<file path="src/hdl/gpw_pkg.sv">
// shared constants and types of the gpio port, wake and interrupt block
package gpw_pkg;
  // ==========================================================
  // geometry
  localparam int PORT_COUNT = 3;
  localparam int PINS_PER_PORT = 8;
  localparam int PIN_COUNT = PORT_COUNT * PINS_PER_PORT;
  localparam int CFG_W = 4;
  localparam int IRQ_COUNT = 4;
  localparam int IRQ_SEL_W = 5;
  localparam int TRIG_W = 3;
  // ==========================================================
  // pin roles
  localparam int BOOT_PIN_INDEX = 5;
  localparam int IRQ_FIRST_PIN = 8;
  localparam int IRQ_SECOND_PIN = 14;
  localparam logic [IRQ_SEL_W-1:0] IRQ_SEL_MAX = 5'h17;
  // ==========================================================
  // per-pin configuration codes
  typedef enum logic [CFG_W-1:0] {
    cfg_analog = 4'h0,
    cfg_push_pull = 4'h1,
    cfg_in_float = 4'h4,
    cfg_open_drain = 4'h5,
    cfg_in_pull = 4'h8,
    cfg_alt_push_pull = 4'h9,
    cfg_alt_spi_clk = 4'hB,
    cfg_alt_open_drain = 4'hD
  } gpw_cfg_t;
  // external interrupt trigger codes
  typedef enum logic [TRIG_W-1:0] {
    trig_off = 3'h0,
    trig_rise = 3'h1,
    trig_fall = 3'h2,
    trig_both = 3'h3,
    trig_high = 3'h4,
    trig_low = 3'h5
  } gpw_trig_t;
  // ==========================================================
  // timing
  localparam int CLK_NS = 100;
  localparam int CLK_HZ = 10_000_000;
  localparam int BOOT_DELAY_PERIODS = 512;
  localparam int HFRC_PERIOD_NS = 100;
  localparam int BOOT_DELAY_CYCLES =
    (BOOT_DELAY_PERIODS * HFRC_PERIOD_NS + CLK_NS - 1) / CLK_NS;
  localparam int WAKE_RC_HZ = 10_000;
  localparam int WAKE_TICK_CYCLES = CLK_HZ / WAKE_RC_HZ;
  localparam int IRQ_MIN_NS = 80;
  localparam int IRQ_MIN_FILT_NS = 450;
  localparam int IRQ_FILT_CYCLES = (IRQ_MIN_FILT_NS / CLK_NS < 1) ? 1 : IRQ_MIN_FILT_NS / CLK_NS;
endpackage

</file>
<file path="src/hdl/gpw_if.sv">
// carriers between the port top and its interrupt and wake modules
`timescale 1ns/1ps
`default_nettype none
interface gpw_irq_if;
  logic level;
  logic [gpw_pkg::TRIG_W-1:0] mode;
  logic filt_en;
  logic clear;
  logic pending;
  modport chan (input level, input mode, input filt_en, input clear, output pending);
  modport ctrl (output level, output mode, output filt_en, output clear, input pending);
endinterface

interface gpw_wake_if;
  logic [gpw_pkg::PIN_COUNT-1:0] level;
  logic [gpw_pkg::PIN_COUNT-1:0] enable;
  logic filt_en;
  logic tick;
  logic sleep_enter;
  logic asleep;
  logic wake;
  modport mon (input level, input enable, input filt_en, input tick, input sleep_enter,
    output asleep, output wake);
  modport ctrl (output level, output enable, output filt_en, output tick,
    output sleep_enter, input asleep, input wake);
endinterface
`default_nettype wire

</file>
<file path="src/hdl/gpw_irq_chan.sv">
// one external interrupt channel: glitch filter, trigger decode, pending flag
`timescale 1ns/1ps
`default_nettype none
module gpw_irq_chan #(
  parameter int FILT_CYCLES = gpw_pkg::IRQ_FILT_CYCLES
) (
  // clock and reset
  input wire logic sys_clk,
  input wire logic rst,
  // channel
  gpw_irq_if.chan irq
);
  localparam int CNT_W = $clog2(FILT_CYCLES + 1);
  localparam logic [CNT_W-1:0] CNT_LAST = CNT_W'(FILT_CYCLES - 1);
  logic [CNT_W-1:0] stable_cnt_ff;
  logic filt_lvl_ff;
  logic prev_ff;
  logic pending_ff;
  logic cur;
  logic set;

  // a new level is taken only after it has held for the whole window
  always_ff @(posedge sys_clk) begin
    if (rst || irq.level == filt_lvl_ff) begin
      stable_cnt_ff <= '0;
      filt_lvl_ff <= rst ? 1'b0 : filt_lvl_ff;
    end else if (stable_cnt_ff == CNT_LAST) begin
      stable_cnt_ff <= '0;
      filt_lvl_ff <= irq.level;
    end else begin
      stable_cnt_ff <= stable_cnt_ff + 1'b1;
    end
  end

  assign cur = irq.filt_en ? filt_lvl_ff : irq.level;

  always_ff @(posedge sys_clk) begin
    if (rst) begin
      prev_ff <= 1'b0;
    end else begin
      prev_ff <= cur;
    end
  end

  always_comb begin
    case (gpw_pkg::gpw_trig_t'(irq.mode))
      gpw_pkg::trig_rise: set = cur & ~prev_ff;
      gpw_pkg::trig_fall: set = ~cur & prev_ff;
      gpw_pkg::trig_both: set = cur ^ prev_ff;
      gpw_pkg::trig_high: set = cur;
      gpw_pkg::trig_low: set = ~cur;
      default: set = 1'b0;
    endcase
  end

  // set beats a clear in the same cycle
  always_ff @(posedge sys_clk) begin
    if (rst) begin
      pending_ff <= 1'b0;
    end else begin
      pending_ff <= set | (pending_ff & ~irq.clear);
    end
  end

  assign irq.pending = pending_ff;
endmodule
`default_nettype wire

</file>
<file path="src/hdl/gpw_port_top.sv">
// three eight-pin gpio ports with boot strap, wake monitor and external interrupts
// ==========================================================
`timescale 1ns/1ps
`default_nettype none
module gpw_port_top #(
  parameter int BOOT_DELAY_CYCLES = gpw_pkg::BOOT_DELAY_CYCLES,
  parameter int WAKE_TICK_CYCLES = gpw_pkg::WAKE_TICK_CYCLES,
  parameter int IRQ_FILT_CYCLES = gpw_pkg::IRQ_FILT_CYCLES
) (
  // clock and reset (pin or power-on reset)
  input wire logic sys_clk,
  input wire logic rst,
  // pins, index = port * 8 + bit
  input wire logic [gpw_pkg::PIN_COUNT-1:0] pin_in,
  output logic [gpw_pkg::PIN_COUNT-1:0] pin_out,
  output logic [gpw_pkg::PIN_COUNT-1:0] pin_oe,
  output logic [gpw_pkg::PIN_COUNT-1:0] pin_pull_up_en,
  output logic [gpw_pkg::PIN_COUNT-1:0] pin_pull_down_en,
  // pin configuration, four bits per pin
  input wire logic [gpw_pkg::PIN_COUNT*gpw_pkg::CFG_W-1:0] port_config_pair,
  // output register writes, one strobe per port
  input wire logic [gpw_pkg::PORT_COUNT-1:0] port_output_wr,
  input wire logic [gpw_pkg::PIN_COUNT-1:0] port_output_wdata,
  input wire logic [gpw_pkg::PORT_COUNT-1:0] port_set_wr,
  input wire logic [gpw_pkg::PIN_COUNT-1:0] port_set_reg,
  input wire logic [gpw_pkg::PORT_COUNT-1:0] port_clear_wr,
  input wire logic [gpw_pkg::PIN_COUNT-1:0] port_clear_reg,
  // register read views
  output logic [gpw_pkg::PIN_COUNT-1:0] port_input_reg,
  output logic [gpw_pkg::PIN_COUNT-1:0] port_output_reg,
  // on-chip peripherals
  input wire logic [gpw_pkg::PIN_COUNT-1:0] alt_out,
  output logic [gpw_pkg::PIN_COUNT-1:0] periph_in,
  // boot strap status
  output logic boot_select_capture,
  output logic boot_done,
  // wake
  input wire logic [gpw_pkg::PIN_COUNT-1:0] port_wake_enable,
  input wire logic wake_filter_enable,
  input wire logic wake_sel_pin_activity,
  input wire logic sleep_enter,
  input wire logic wake_status_clear,
  output logic deep_sleep_active,
  output logic wake_event,
  output logic wake_by_pins,
  // external interrupts
  input wire logic [gpw_pkg::IRQ_COUNT*gpw_pkg::TRIG_W-1:0] irq_trigger_mode,
  input wire logic [gpw_pkg::IRQ_COUNT-1:0] irq_filter_enable,
  input wire logic [gpw_pkg::IRQ_SEL_W-1:0] third_irq_pin_select,
  input wire logic [gpw_pkg::IRQ_SEL_W-1:0] fourth_irq_pin_select,
  input wire logic [gpw_pkg::IRQ_COUNT-1:0] ext_irq_pending_clear,
  output logic [gpw_pkg::IRQ_COUNT-1:0] ext_irq_pending
);
  localparam int N = gpw_pkg::PIN_COUNT;
  localparam int P = gpw_pkg::PINS_PER_PORT;
  localparam int BOOT_CNT_W = $clog2(BOOT_DELAY_CYCLES + 1);
  localparam logic [BOOT_CNT_W-1:0] BOOT_LAST = BOOT_CNT_W'(BOOT_DELAY_CYCLES - 1);
  localparam int TICK_W = $clog2(WAKE_TICK_CYCLES + 1);
  localparam logic [TICK_W-1:0] TICK_LAST = TICK_W'(WAKE_TICK_CYCLES - 1);

  // ==========================================================
  // pin drive decode
  typedef struct packed {
    logic drv;
    logic oe;
    logic pu;
    logic pd;
    logic digital;
  } gpw_drive_t;

  function automatic gpw_drive_t pin_drive(input logic [gpw_pkg::CFG_W-1:0] cfg,
                                           input logic out_bit, input logic alt_bit);
    gpw_drive_t d;
    d = '{drv: 1'b0, oe: 1'b0, pu: 1'b0, pd: 1'b0, digital: 1'b1};
    case (gpw_pkg::gpw_cfg_t'(cfg))
      gpw_pkg::cfg_analog: begin
        d.digital = 1'b0;
      end
      gpw_pkg::cfg_in_pull: begin
        d.pu = out_bit;
        d.pd = ~out_bit;
      end
      gpw_pkg::cfg_push_pull: begin
        d.oe = 1'b1;
        d.drv = out_bit;
      end
      gpw_pkg::cfg_open_drain: begin
        d.oe = ~out_bit;
      end
      gpw_pkg::cfg_alt_push_pull, gpw_pkg::cfg_alt_spi_clk: begin
        d.oe = 1'b1;
        d.drv = alt_bit;
      end
      gpw_pkg::cfg_alt_open_drain: begin
        d.oe = ~alt_bit;
      end
      default: begin
        // floating input and undefined codes leave the pin undriven
        d.oe = 1'b0;
      end
    endcase
    return d;
  endfunction

  // ==========================================================
  // pin synchroniser
  logic [N-1:0] pin_meta_ff;
  logic [N-1:0] pin_sync_ff;
  logic [N-1:0] in_path;

  always_ff @(posedge sys_clk) begin
    if (rst) begin
      pin_meta_ff <= '0;
      pin_sync_ff <= '0;
    end else begin
      pin_meta_ff <= pin_in;
      pin_sync_ff <= pin_meta_ff;
    end
  end

  // ==========================================================
  // boot strap sampling
  logic [BOOT_CNT_W-1:0] boot_cnt_ff;
  logic boot_done_ff;
  logic boot_select_capture_ff;

  always_ff @(posedge sys_clk) begin
    if (rst) begin
      boot_cnt_ff <= '0;
      boot_done_ff <= 1'b0;
    end else if (!boot_done_ff) begin
      boot_cnt_ff <= boot_cnt_ff + 1'b1;
      boot_done_ff <= boot_cnt_ff == BOOT_LAST;
    end
  end

  // the level is caught after reset release, never under it
  always_ff @(posedge sys_clk) begin
    if (rst) begin
      boot_select_capture_ff <= 1'b0;
    end else if (!boot_done_ff && boot_cnt_ff == BOOT_LAST) begin
      boot_select_capture_ff <= pin_sync_ff[gpw_pkg::BOOT_PIN_INDEX];
    end
  end

  // ==========================================================
  // output register
  logic [N-1:0] out_reg_ff;

  always_ff @(posedge sys_clk) begin
    if (rst) begin
      out_reg_ff <= '0;
    end else begin
      for (int p = 0; p < gpw_pkg::PORT_COUNT; p++) begin
        if (port_output_wr[p]) begin
          out_reg_ff[p*P +: P] <= port_output_wdata[p*P +: P];
        end else begin
          out_reg_ff[p*P +: P] <= (out_reg_ff[p*P +: P]
            | (port_set_wr[p] ? port_set_reg[p*P +: P] : '0))
            & ~(port_clear_wr[p] ? port_clear_reg[p*P +: P] : '0);
        end
      end
    end
  end

  // ==========================================================
  // per-pin drive and input path
  logic [N-1:0] drv_nxt;
  logic [N-1:0] oe_nxt;
  logic [N-1:0] pu_nxt;
  logic [N-1:0] pd_nxt;
  logic [N-1:0] pin_out_ff;
  logic [N-1:0] pin_oe_ff;
  logic [N-1:0] pin_pu_ff;
  logic [N-1:0] pin_pd_ff;
  logic [N-1:0] in_reg_ff;
  logic [N-1:0] periph_in_ff;

  for (genvar i = 0; i < N; i++) begin : g_pin
    gpw_drive_t d;
    assign d = pin_drive(port_config_pair[i*gpw_pkg::CFG_W +: gpw_pkg::CFG_W],
                         out_reg_ff[i], alt_out[i]);
    if (i == gpw_pkg::BOOT_PIN_INDEX) begin : g_strap
      // strap overrides the configuration until sampled
      assign drv_nxt[i] = boot_done_ff & d.drv;
      assign oe_nxt[i] = boot_done_ff & d.oe;
      assign pu_nxt[i] = ~boot_done_ff | d.pu;
      assign pd_nxt[i] = boot_done_ff & d.pd;
    end else begin : g_norm
      assign drv_nxt[i] = d.drv;
      assign oe_nxt[i] = d.oe;
      assign pu_nxt[i] = d.pu;
      assign pd_nxt[i] = d.pd;
    end
    assign in_path[i] = d.digital ? pin_sync_ff[i] : 1'b1;
  end

  always_ff @(posedge sys_clk) begin
    if (rst) begin
      pin_out_ff <= '0;
      pin_oe_ff <= '0;
      pin_pu_ff <= '0;
      pin_pd_ff <= '0;
      pin_pu_ff[gpw_pkg::BOOT_PIN_INDEX] <= 1'b1;
    end else begin
      pin_out_ff <= drv_nxt;
      pin_oe_ff <= oe_nxt;
      pin_pu_ff <= pu_nxt;
      pin_pd_ff <= pd_nxt;
    end
  end

  always_ff @(posedge sys_clk) begin
    if (rst) begin
      in_reg_ff <= '1;
      periph_in_ff <= '1;
    end else begin
      in_reg_ff <= in_path;
      periph_in_ff <= in_path;
    end
  end

  // ==========================================================
  // wake monitor
  logic [TICK_W-1:0] tick_cnt_ff;
  logic wake_tick;
  logic wake_event_ff;
  logic wake_by_pins_ff;
  logic deep_sleep_ff;
  gpw_wake_if wake_bus ();

  // slow rc sample rate derived from the system clock
  always_ff @(posedge sys_clk) begin
    if (rst || tick_cnt_ff == TICK_LAST) begin
      tick_cnt_ff <= '0;
    end else begin
      tick_cnt_ff <= tick_cnt_ff + 1'b1;
    end
  end
  assign wake_tick = tick_cnt_ff == TICK_LAST;

  assign wake_bus.level = in_path; // analog pins read high and never wake
  assign wake_bus.enable = wake_sel_pin_activity ? port_wake_enable : '0;
  assign wake_bus.filt_en = wake_filter_enable;
  assign wake_bus.tick = wake_tick;
  assign wake_bus.sleep_enter = sleep_enter;

  gpw_wake_mon u_wake (
    .sys_clk(sys_clk),
    .rst(rst),
    .w(wake_bus.mon)
  );

  always_ff @(posedge sys_clk) begin
    if (rst) begin
      wake_event_ff <= 1'b0;
      wake_by_pins_ff <= 1'b0;
      deep_sleep_ff <= 1'b0;
    end else begin
      wake_event_ff <= wake_bus.wake;
      deep_sleep_ff <= wake_bus.asleep;
      // a wake in the clearing cycle is kept
      wake_by_pins_ff <= wake_bus.wake | (wake_by_pins_ff & ~wake_status_clear);
    end
  end

  // ==========================================================
  // external interrupts
  logic [N-1:0] irq_src_lvl;
  logic [gpw_pkg::IRQ_COUNT-1:0] irq_pending_ff;
  logic [gpw_pkg::IRQ_COUNT-1:0] irq_level;

  // selects above the last pin fall back to pin zero
  function automatic logic pick_pin(input logic [gpw_pkg::IRQ_SEL_W-1:0] sel,
                                    input logic [N-1:0] lvl);
    return (sel > gpw_pkg::IRQ_SEL_MAX) ? lvl[0] : lvl[sel];
  endfunction

  assign irq_src_lvl = in_path;
  assign irq_level[0] = irq_src_lvl[gpw_pkg::IRQ_FIRST_PIN];
  assign irq_level[1] = irq_src_lvl[gpw_pkg::IRQ_SECOND_PIN];
  assign irq_level[2] = pick_pin(third_irq_pin_select, irq_src_lvl);
  assign irq_level[3] = pick_pin(fourth_irq_pin_select, irq_src_lvl);

  for (genvar k = 0; k < gpw_pkg::IRQ_COUNT; k++) begin : g_irq
    gpw_irq_if irq_bus ();
    assign irq_bus.level = irq_level[k];
    assign irq_bus.mode = irq_trigger_mode[k*gpw_pkg::TRIG_W +: gpw_pkg::TRIG_W];
    assign irq_bus.filt_en = irq_filter_enable[k];
    assign irq_bus.clear = ext_irq_pending_clear[k];
    gpw_irq_chan #(
      .FILT_CYCLES(IRQ_FILT_CYCLES)
    ) u_chan (
      .sys_clk(sys_clk),
      .rst(rst),
      .irq(irq_bus.chan)
    );
    assign irq_pending_ff[k] = irq_bus.pending;
  end

  // ==========================================================
  // outputs
  assign pin_out = pin_out_ff;
  assign pin_oe = pin_oe_ff;
  assign pin_pull_up_en = pin_pu_ff;
  assign pin_pull_down_en = pin_pd_ff;
  assign port_input_reg = in_reg_ff;
  assign port_output_reg = out_reg_ff;
  assign periph_in = periph_in_ff;
  assign boot_select_capture = boot_select_capture_ff;
  assign boot_done = boot_done_ff;
  assign deep_sleep_active = deep_sleep_ff;
  assign wake_event = wake_event_ff;
  assign wake_by_pins = wake_by_pins_ff;
  assign ext_irq_pending = irq_pending_ff;
endmodule
`default_nettype wire

</file>
<file path="src/hdl/gpw_wake_mon.sv">
// deep sleep wake monitor with optional three-sample filter
`timescale 1ns/1ps
`default_nettype none
module gpw_wake_mon (
  // clock and reset
  input wire logic sys_clk,
  input wire logic rst,
  // wake channel
  gpw_wake_if.mon w
);
  localparam int N = gpw_pkg::PIN_COUNT;
  localparam logic [1:0] FILL_FULL = 2'h2;
  logic [N-1:0] captured_ff;
  logic [N-1:0] hist1_ff;
  logic [N-1:0] hist2_ff;
  logic [1:0] fill_ff;
  logic asleep_ff;
  logic wake_ff;
  logic raw_hit;
  logic filt_hit;

  assign raw_hit = |((w.level ^ captured_ff) & w.enable);
  assign filt_hit = w.tick && fill_ff == FILL_FULL &&
    |(w.enable & ~(w.level ^ hist1_ff) & ~(hist1_ff ^ hist2_ff) & (w.level ^ captured_ff));

  always_ff @(posedge sys_clk) begin
    if (rst) begin
      captured_ff <= '0;
      hist1_ff <= '0;
      hist2_ff <= '0;
      fill_ff <= '0;
    end else if (w.sleep_enter) begin
      captured_ff <= w.level;
      fill_ff <= '0;
    end else if (w.tick) begin
      hist2_ff <= hist1_ff;
      hist1_ff <= w.level;
      fill_ff <= (fill_ff == FILL_FULL) ? fill_ff : fill_ff + 1'b1;
    end
  end

  always_ff @(posedge sys_clk) begin
    if (rst) begin
      asleep_ff <= 1'b0;
      wake_ff <= 1'b0;
    end else if (w.sleep_enter) begin
      asleep_ff <= 1'b1;
      wake_ff <= 1'b0;
    end else begin
      wake_ff <= asleep_ff & (w.filt_en ? filt_hit : raw_hit);
      asleep_ff <= asleep_ff & ~(w.filt_en ? filt_hit : raw_hit);
    end
  end

  assign w.asleep = asleep_ff;
  assign w.wake = wake_ff;
endmodule
`default_nettype wire

</file>
<file path="config.mk">
export PLATFORM = sky130hd
export DESIGN_NAME = gpw_port_top
export DESIGN_NICKNAME = d
export VERILOG_FILES = /design/src/hdl/gpw_pkg.sv /design/src/hdl/gpw_if.sv /design/src/hdl/gpw_irq_chan.sv /design/src/hdl/gpw_port_top.sv /design/src/hdl/gpw_wake_mon.sv
export SDC_FILE = /design/constraint.sdc
export NUM_CORES = 1
export LEC_CHECK = 0
export ABC_CLOCK_PERIOD_IN_PS = 8100
export BUFFER_PORTS_ARGS = -buffer_cell sky130_fd_sc_hd__buf_2
export CAP_MARGIN = 30
export CORE_UTILIZATION = 30
export CTS_BUF_LIST = sky130_fd_sc_hd__clkbuf_8
export CTS_CLUSTER_DIAMETER = 150
export DETAILED_ROUTE_END_ITERATION = 16
export GPL_ROUTABILITY_DRIVEN = 0
export MAX_ROUTING_LAYER = met4
export PLACE_DENSITY = 0.59
export REMOVE_ABC_BUFFERS = 1
export SYNTH_ARGS = -nofsm -noshare
export SYNTH_HDL_FRONTEND = slang
export SYNTH_SLANG_ARGS = --single-unit
</file>
<file path="constraint.sdc">
create_clock -name sys_clk -period 8.1 [get_ports sys_clk]
set_input_delay 2.43 -clock sys_clk [delete_from_list [all_inputs] [get_ports sys_clk]]
set_output_delay 2.43 -clock sys_clk [all_outputs]
set_load 0.05 [all_outputs]
</file>
Word-level counts from Yosys, hierarchy flattened. Index checks and enable logic that the tools add are counted.

$add $sub $neg: 7. Multiply operators: 0. Divide/modulo/power cells: 0. $lt $le $gt $ge: 4. Eq/ne operators: 179. Shifts and indexed selects: 0. Mux-type cells: 109. Bitwise logic cells: 134. Reductions and logical operators: 121.

Operators by type and width (number): equality test 4 bit, second input constant (96); OR reduction 2 bit (52); bitwise AND 24 bit (4); equality test 4 x 1 -> 1 bit, second input constant (24); equality test 4 x 3 -> 1 bit, second input constant (24); logical NOT 4 bit (24); NOT 1 bit (88); 2-to-1 mux 8 bit (9); one-hot mux 1 bit (3 select lines) (24); OR reduction 3 bit (24); XOR 24 bit (3); NOT 24 bit (2); one-hot mux 1 bit (2 select lines) (24); OR reduction 24 bit (2); 2-to-1 mux 1 bit (44); equality test 3 x 2 -> 1 bit, second input constant (12); bitwise AND 8 bit (3); equality test 3 bit, second input constant (8); 2-to-1 mux 24 bit (1); NOT 8 bit (3); bitwise OR 8 bit (3); adder 10 x 1 -> 10 bit, second input constant (2); one-hot mux 1 bit (5 select lines) (4); bitwise AND 1 bit (18); other kinds (19) (56).

Register bits: 317. Latch bits: 0. Bits in writable memories: 0. Memory bits (read-only): 0. Input port bits: 285. Logic and storage cells: 637. Memories kept: 0.

Longest topological paths before layout. Gate-level depths: netlist of the first run.

Depth after elaboration: 13. Gate-level depth with buffers: 13. Mapped depth without buffers: 13.

Cells and area by module. A second synthesis of the first run with hierarchy kept.

Cell total of the unflattened synthesis: 1571. Area total of the unflattened synthesis: 13645.6 µm².

By module, submodules not included: gpw_port_top (instances 1, cells an instance 1017, area an instance 8788.4 µm²); gpw_wake_mon (instances 1, cells an instance 426, area an instance 3590.9 µm²); gpw_irq_chan (instances 4, cells an instance 32, area an instance 316.6 µm²).

Worst setup path before layout of the first run. No wires, ideal clock.

Path type: input -> register. Start: in port_config_pair[26] in the netlist's numbering. End: reg g_irq[3].u_chan.pending_ff. Setup time: 123 ps. Arrival: 4743 ps. Path slack: 3234 ps. Stages on the path: 12. Cells stage by stage: nor4_2 > nor2_1 > mux4_2 > a22o_1 > a31oi_1 > o21ai_2 > o21ai_2 > ha_1 > mux2i_1 > a32oi_1 > o21ai_0 > mux2_1.

Cells in the longest elaborated chain, start to end: 10.

Ends and longest elaborated chain: start, declared (RTL line gpw_port_top.sv:20) `input wire logic [gpw_pkg::PIN_COUNT*gpw_pkg::CFG_W-1:0] port_config_pair,`; logical NOT 4 bit * (RTL line gpw_port_top.sv:75) `case (gpw_pkg::gpw_cfg_t'(cfg))`; 2-to-1 mux 1 bit * (RTL line gpw_port_top.sv:195) `assign in_path[i] = d.digital ? pin_sync_ff[i] : 1'b1;`; binary-select mux 1 bit (select 5 bit) * (RTL line gpw_port_top.sv:276) `return (sel > gpw_pkg::IRQ_SEL_MAX) ? lvl[0] : lvl[sel];`; 2-to-1 mux 1 bit (implied by the code) * (RTL line gpw_port_top.sv:276); 2-to-1 mux 1 bit * (RTL line gpw_port_top.sv:276); 2-to-1 mux 1 bit * (RTL line gpw_irq_chan.sv:35) `assign cur = irq.filt_en ? filt_lvl_ff : irq.level;`; NOT 1 bit (RTL line gpw_irq_chan.sv:48, gpw_irq_chan.sv:51); bitwise AND 1 bit (RTL line gpw_irq_chan.sv:48) `gpw_pkg::trig_fall: set = ~cur & prev_ff;`; one-hot mux 1 bit (5 select lines) * (RTL line gpw_irq_chan.sv:46) `case (gpw_pkg::gpw_trig_t'(irq.mode))`; bitwise OR 1 bit * (RTL line gpw_irq_chan.sv:61) `pending_ff <= set | (pending_ff & ~irq.clear);`; end signal, assigned (RTL line gpw_irq_chan.sv:61); end, declared (RTL line gpw_irq_chan.sv:18) `logic pending_ff;`.

Every way passes the cells marked *; elsewhere a longest branch is shown, timed or not. The select of a mux whose other input is x is not followed. A chain may end at the register's enable or synchronous reset.

Final worst setup path of the first run.
Start: in port_config_pair[81] in the netlist's numbering. End: reg g_irq[3].u_chan.pending_ff.

The elaborated chain is that of the path after synthesis.

==> flow_metrics.py, run 1 <==
metrics = {
    "run_status": {
        "status": "complete, no violations",
    },
    "yosys": {
        "synth_cell_types": 62,
        "synth_top_area_share": 0.4619,
        "synthFlopType": "dfxtp_1",
        "synth.area.top_cells": "dfxtp_1 46%, nor2_1 5.0%, a211oi_1 4.2%, a21oi_1 3.9%, nor2b_1 2.6%",
        "yosysWarnings": 0,
        "synth_most_common_cell": "dfxtp_1",
        "synth_top_family_by_area": "simple AND/OR/NAND/NOR gates",
        "synth-simple-area-share": 0.2635,
        "synth_common_cells": "313 x dfxtp_1, 181 x nor2_1, 107 x a21oi_1, 79 x nand2_1, 76 x a211oi_1",
        "synth_top_cell_by_area": "dfxtp_1",
        "synthCells": 1497,
        "synth-async-reset-ratio": 0,
        "synth_edf_count": 4,
        "avgSynthCellArea_um2": 9.062,
        "synth-xor-area-share": 0.02712,
        "synth-seq-cells": 317,
        "synth_compound_area_frac": 0.1562,
        "synthMuxAreaShare": 0.01946,
        "synth_area_um2": 13570,
        "yosysSeqAreaShare": 0.4708,
        "synth_fa_ha_area_frac": 0.01568,
    },
    "job": {
        "cap_violations": 0,
    },
    "sta": {
        "fin_crit_sh": 0.6070,
        "finalSetupViolCount": 0,
        "slew_violations": 0,
        "tightestPinTransition_ps": 841.9,
        "fmax_ghz": 0.2034,
        "final.setup.tns_ps": 0,
        "fin_worst_skew_ps": 39.01,
        "hold_ws_ps": 419.1,
        "finalHoldViolCount": 0,
        "relSlewSlack": 0.4335,
        "layout_min_cycle_time_ps": 4917,
        "rsz0062_at_grt": "false",
    },
    "placed_design": {
        "portBuffers": 461,
        "placed_cells": 2468,
        "place_hpwl_mm": 31.61,
    },
    "clocking": {
        "numCtsBuffers": 56,
        "cts_max_level": 2,
        "cts_tree": "done",
        "cts_hold_buf": 0,
        "clk_pin_slew_worst_paths_ps": 60,
        "clock_latency_ps": 660,
        "cts.sinks": 317,
        "cts_resized": 0,
        "clock-root-buffer": "clkbuf_8",
        "cts_max_path_buffers": 3,
        "postCtsSetupRepairBufs": 0,
    },
    "route": {
        "ant_nets": 0,
        "wl_per_cell_um": 16.27,
        "drt-initial-drc-count": 693,
        "finalWirelength_mm": 42.13,
        "firstDrtPassIters": 5,
        "vias_per_cell": 4.884,
        "drc_errors": 0,
        "vias": 12650,
    },
    "worst_hold_path": {
        "hold_path_class": "flop to flop",
    },
    "grt": {
        "antenna_found_initial": 18,
        "overflow": 0,
        "grtUsageTotal": 0.1816,
        "grt_max_degree": 123,
        "grt_pass1_vias": 12030,
        "grt_pass1_wl_mm": 64.06,
    },
    "floorplanning": {
        "core-area_um2": 44410,
        "rows": 77,
        "die_w_um": 214.6,
        "ios": 462,
        "die_h_um": 214.6,
        "start_util": 0.3054,
        "die_area_um2": 46070,
    },
    "cells_and_area": {
        "final_layout_size_suffix_gt1_frac": 0.3143,
        "stdcell_count": 2589,
        "fill_cells": 4488,
        "areaGrowthSynthToFinish_pct": 29.44,
        "nets": 2236,
    },
    "worst_setup_path": {
        "path_delay_family": "multiplexers",
        "cp_max_fo": 7,
        "path_cells": "buf_2, nor4_1, nor2_1, mux4_2, mux2_2, o211ai_2, o21ai_2, o21ai_2, ha_1, mux2i_1, a32oi_1, o21ai_0, mux2_1",
        "startpoint_type": "input pin",
        "critPathBufInv": 1,
        "crit_path_end_kind": "flop",
        "cpPeakStageDelay_ps": 500,
        "crit_type": "input pin to flop",
        "crit_arrival_ps": 5460,
        "cpMostUsedCell": "o21ai_2",
        "critPathSlowestCell": "mux4_2",
        "required_ps": 8640,
    },
    "pwr": {
        "leakagePower_nw": 7.350,
        "power_w": 0.003836,
        "irDropWorstVdd_v": 0.0001188,
        "p_per_area_nw_per_um2": 218.4,
    },
}
worst paths after layout:
path	startpoint	to	slack, ps	cells after the start
hold reg to reg	g_irq[1].u_chan.stable_cnt_ff[0]	g_irq[1].u_chan.stable_cnt_ff[0]	420	1
setup reg to reg	pin_sync_ff[20]	g_irq[2].u_chan.irq.pending	4980	10
hold / removal	g_irq[1].u_chan.stable_cnt_ff[0]	g_irq[1].u_chan.stable_cnt_ff[0]	420	1
setup / recovery	port_config_pair[81]	g_irq[3].u_chan.irq.pending	3180	13
report_power, final:
group | internal, W | switching [W]
Clock | 0.000936 | 0.000701
Sequential | 0.00162 | 0.0000421
Combinational | 0.000186 | 0.000349
cells in the final DEF (no fill, tap or decap), drive strengths merged, types with 18 or more instances in the layout:
cell type,instances
dfxtp,313
or3,29
nor4bb,27
nand2b,28
a21oi,107
o21ai,73
nor2,183
buf,468
diode,18
inv,67
nand2,79
nor3b,39
xnor2,32
nor3,54
nor4,40
or4b,20
a22oi,39
clkbuf,77
nor2b,57
a211oi,76
metal layers:
layer | vias up | share of wire | wire length [um] | GRT usage
met2 | 420 | 0.46 | 19450 | 0.2856
li1 | 6268 | - | - | -
met4 | 0 | 0.027 | 1134 | 0.06643
met1 | 5883 | 0.44 | 18460 | 0.2216
met3 | 74 | 0.073 | 3095 | 0.04965
met5 | - | 0 | 0 | -
area by class of cell:
type                       count  area [um^2]  area share
antenna                       18        45.04    0.002565
clock buffer                  76         1046     0.05957
multi-input combinational   1038         6544      0.3727
inverter                      52        195.2     0.01112
timing repair buffer         469         2386      0.1359
sequential                   317         6386      0.3637
tap                          592        740.7     0.04218
clock inverter                27        216.5     0.01233
logic make-up after synthesis:
group | after synthesis
buffers and inverters | 142
muxes | 21
DFF | 317
adders and majority gates | 17
and+or+nand+nor | 619
xor gates and xnor gates | 42
AOI/OAI and AO/OA | 339
per-stage QoR:
stage,setup slack [ps],util,area (um^2)
after detailed placement,2539,0.3659,16250
after CTS,3240,0.3943,17510
after global placement,2575,0.3654,16230
final,3183,0.3954,17560
after floorplan,3167,-,13120
after global routing,3010,0.3953,17560
(Power assumes the default switching activity.)
==> run 2, diff against run 1 <==
--- a/config.mk
+++ b/config.mk
@@ -5,7 +5,7 @@
 export SDC_FILE = /design/constraint.sdc
 export NUM_CORES = 1
 export LEC_CHECK = 0
-export ABC_CLOCK_PERIOD_IN_PS = 8100
+export ABC_CLOCK_PERIOD_IN_PS = 4600
 export BUFFER_PORTS_ARGS = -buffer_cell sky130_fd_sc_hd__buf_2
 export CAP_MARGIN = 30
 export CORE_UTILIZATION = 30
==> constraint.sdc (replaced) <==
create_clock -name sys_clk -period 4.6 [get_ports sys_clk]
set_input_delay 1.38 -clock sys_clk [delete_from_list [all_inputs] [get_ports sys_clk]]
set_output_delay 1.38 -clock sys_clk [all_outputs]
set_load 0.05 [all_outputs]
==> run 2 against run 1 <==
Sequential share of layout area shrank 0.14 points. Global-route usage grew 0.29 points. Die area is the same. Register-to-register slack lost 3400 ps. Core utilization grew 0.16 points. Sequential power grew 77%. Clock power grew 70%. Setup slack lost 2600 ps. Clock-buffer cell count shrank 9. Critical path depth is the same.
==> flow_metrics.py, run 2 (synthesis gave the netlist of run 1 again) <==
metrics = {
    "run_status": {
        "status": "complete, no violations",
    },
    "floorplanning": {
        "die_h_um": 214.6,
        "die_area_um2": 46070,
        "core-area_um2": 44410,
        "start_util": 0.3054,
        "rows": 77,
        "die_w_um": 214.6,
        "ios": 462,
    },
    "route": {
        "ant_nets": 0,
        "drt-initial-drc-count": 802,
        "vias": 12820,
        "vias_per_cell": 4.928,
        "firstDrtPassIters": 5,
        "drc_errors": 0,
        "finalWirelength_mm": 42.67,
        "wl_per_cell_um": 16.40,
    },
    "pwr": {
        "p_int_w": 0.004745,
        "clkPwrFrac": 0.416,
        "leakagePower_nw": 7.448,
        "irDropWorstVdd_v": 0.0002938,
        "sw_frac_of_total": 0.2886,
        "switchingPower_w": 0.001925,
        "p_per_area_nw_per_um2": 378.4,
        "p_seq_frac": 0.439,
        "pwr-share-comb": 0.145,
    },
    "grt": {
        "grtUsageTotal": 0.1845,
        "antenna_found_initial": 10,
        "grt_pass1_wl_mm": 65.05,
        "overflow": 0,
        "grt_max_degree": 137,
        "grt_pass1_vias": 12060,
    },
    "worst_setup_path": {
        "critical_path.startpoint": "port_config_pair[69]",
        "r2r_cells": 11,
        "rr_endpoint": "g_irq[2].u_chan.irq.pending",
        "critPathCapture": "g_irq[2].u_chan.irq.pending",
        "r2r_start": "pin_sync_ff[17]",
        "startpoint_type": "input pin",
        "required_ps": 5160,
        "crit_type": "input pin to flop",
        "rrSetupSlack_ps": 1550,
        "crit_arrival_ps": 4540,
        "crit_path_end_kind": "flop",
        "cp_max_fo": 6,
    },
    "clocking": {
        "cts_tree": "done",
        "cts.sinks": 317,
        "numCtsBuffers": 56,
        "clock-root-buffer": "clkbuf_8",
        "cts_resized": 0,
        "clk_pin_slew_worst_paths_ps": 60,
        "clock_latency_ps": 660,
        "cts_max_level": 2,
        "cts_max_path_buffers": 3,
        "postCtsSetupRepairBufs": 0,
        "cts_hold_buf": 0,
    },
    "cells_and_area": {
        "stdcell_count": 2601,
        "areaGrowthSynthToFinish_pct": 29.96,
        "nets": 2256,
        "fill_cells": 4512,
        "layout_common_cells": "460 x buf_2, 313 x dfxtp_1, 181 x nor2_1",
        "layout_commonest_cell": "buf_2",
        "final_layout_size_suffix_gt1_frac": 0.3162,
    },
    "placed_design": {
        "portBuffers": 461,
        "placed_cells": 2488,
        "place_hpwl_mm": 31.94,
    },
    "worst_hold_path": {
        "hold_path_class": "flop to flop",
        "whs_path_depth": 1,
    },
    "sta": {
        "tightestPinTransition_ps": 1012,
        "fmax_ghz": 0.2513,
        "finalHoldViolCount": 0,
        "relSlewSlack": 0.3078,
        "layout_min_cycle_time_ps": 3979,
        "fin_crit_sh": 0.8651,
        "fin_worst_skew_ps": 29.19,
        "slew_violations": 0,
        "final.setup.tns_ps": 0,
        "rsz0062_at_grt": "false",
        "finalSetupViolCount": 0,
    },
    "job": {
        "cap_violations": 0,
    },
}
-- run 2: changes by cell type in the layout (fill, tap and decap cells not counted), moves of 2 or more --
cell / delta
buf_4: +21
inv_1: +10
clkbuf_8: -9
diode_2: -8
clkinv_8: +2
clkinvlp_4: -2
-- run 2: worst max-delay path: stages --
cell	delay, ps
buf_2	140
nor4_2	320
nor2_1	150
a2111oi_0	930
nor4_1	130
buf_4	200
nor4_2	350
a21oi_1	110
inv_1	80
ha_1	230
nor4bb_1	270
a21oi_1	80
a31oi_1	160
-- run 2: metal layers --
layer,vias to the layer above,part of all wire,track usage
met5,-,0,-
met4,0,0.023,0.05929
met3,67,0.070,0.04596
met2,458,0.47,0.2940
met1,5997,0.44,0.2277
li1,6297,-,-
-- run 2: stage by stage --
stage / setup slack (ps) / power [W] / hold WS, ps / util / cell area [um^2]
global route: 442.7 / 0.006991 / 447.6 / 0.3969 / 17630
global placement: 160.3 / 0.003931 / 405.7 / 0.3689 / 16380
CTS: 820.5 / 0.006777 / 419.9 / 0.3964 / 17600
finish: 620.5 / 0.006671 / 424.5 / 0.3969 / 17630
detailed placement: 133.5 / 0.003950 / 420.4 / 0.3694 / 16400
floorplan: 717.0 / 0.003515 / 397.4 / - / 13120
-- run 2: final cells by class --
type | count | area (um^2) | share of cell area
Antenna cell | 10 | 25.02 | 0.001419
Clock buffer | 67 | 922.1 | 0.05231
Clock inverter | 36 | 277.8 | 0.01576
Inverter | 52 | 195.2 | 0.01107
Multi-Input combinational cell | 1038 | 6544 | 0.3712
Sequential cell | 317 | 6386 | 0.3622
Tap cell | 592 | 740.7 | 0.04202
Timing Repair Buffer | 489 | 2539 | 0.1440
-- run 2: power by group through the flow --
stage / logic (W) / clock network [W] / registers [W]
2_1_floorplan: 0.000312 / 0 / 0.00320
3_5_place_dp: 0.000962 / 0 / 0.00299
3_3_place_gp: 0.000946 / 0 / 0.00299
4_1_cts: 0.000966 / 0.00288 / 0.00293
6_report: 0.000965 / 0.00278 / 0.00293
5_1_grt: 0.00104 / 0.00301 / 0.00294
-- run 2: worst min-delay path by stage --
stage                                           startpoint                                to
after detailed placement                   pin_meta_ff[19]                   pin_sync_ff[19]
final                                      pin_meta_ff[13]                   pin_sync_ff[13]
after CTS                                  pin_meta_ff[13]                   pin_sync_ff[13]
after global placement    g_irq[0].u_chan.stable_cnt_ff[0]  g_irq[0].u_chan.stable_cnt_ff[0]
after floorplan           g_irq[0].u_chan.stable_cnt_ff[0]  g_irq[0].u_chan.stable_cnt_ff[0]
after global routing                        pin_meta_ff[4]                    pin_sync_ff[4]
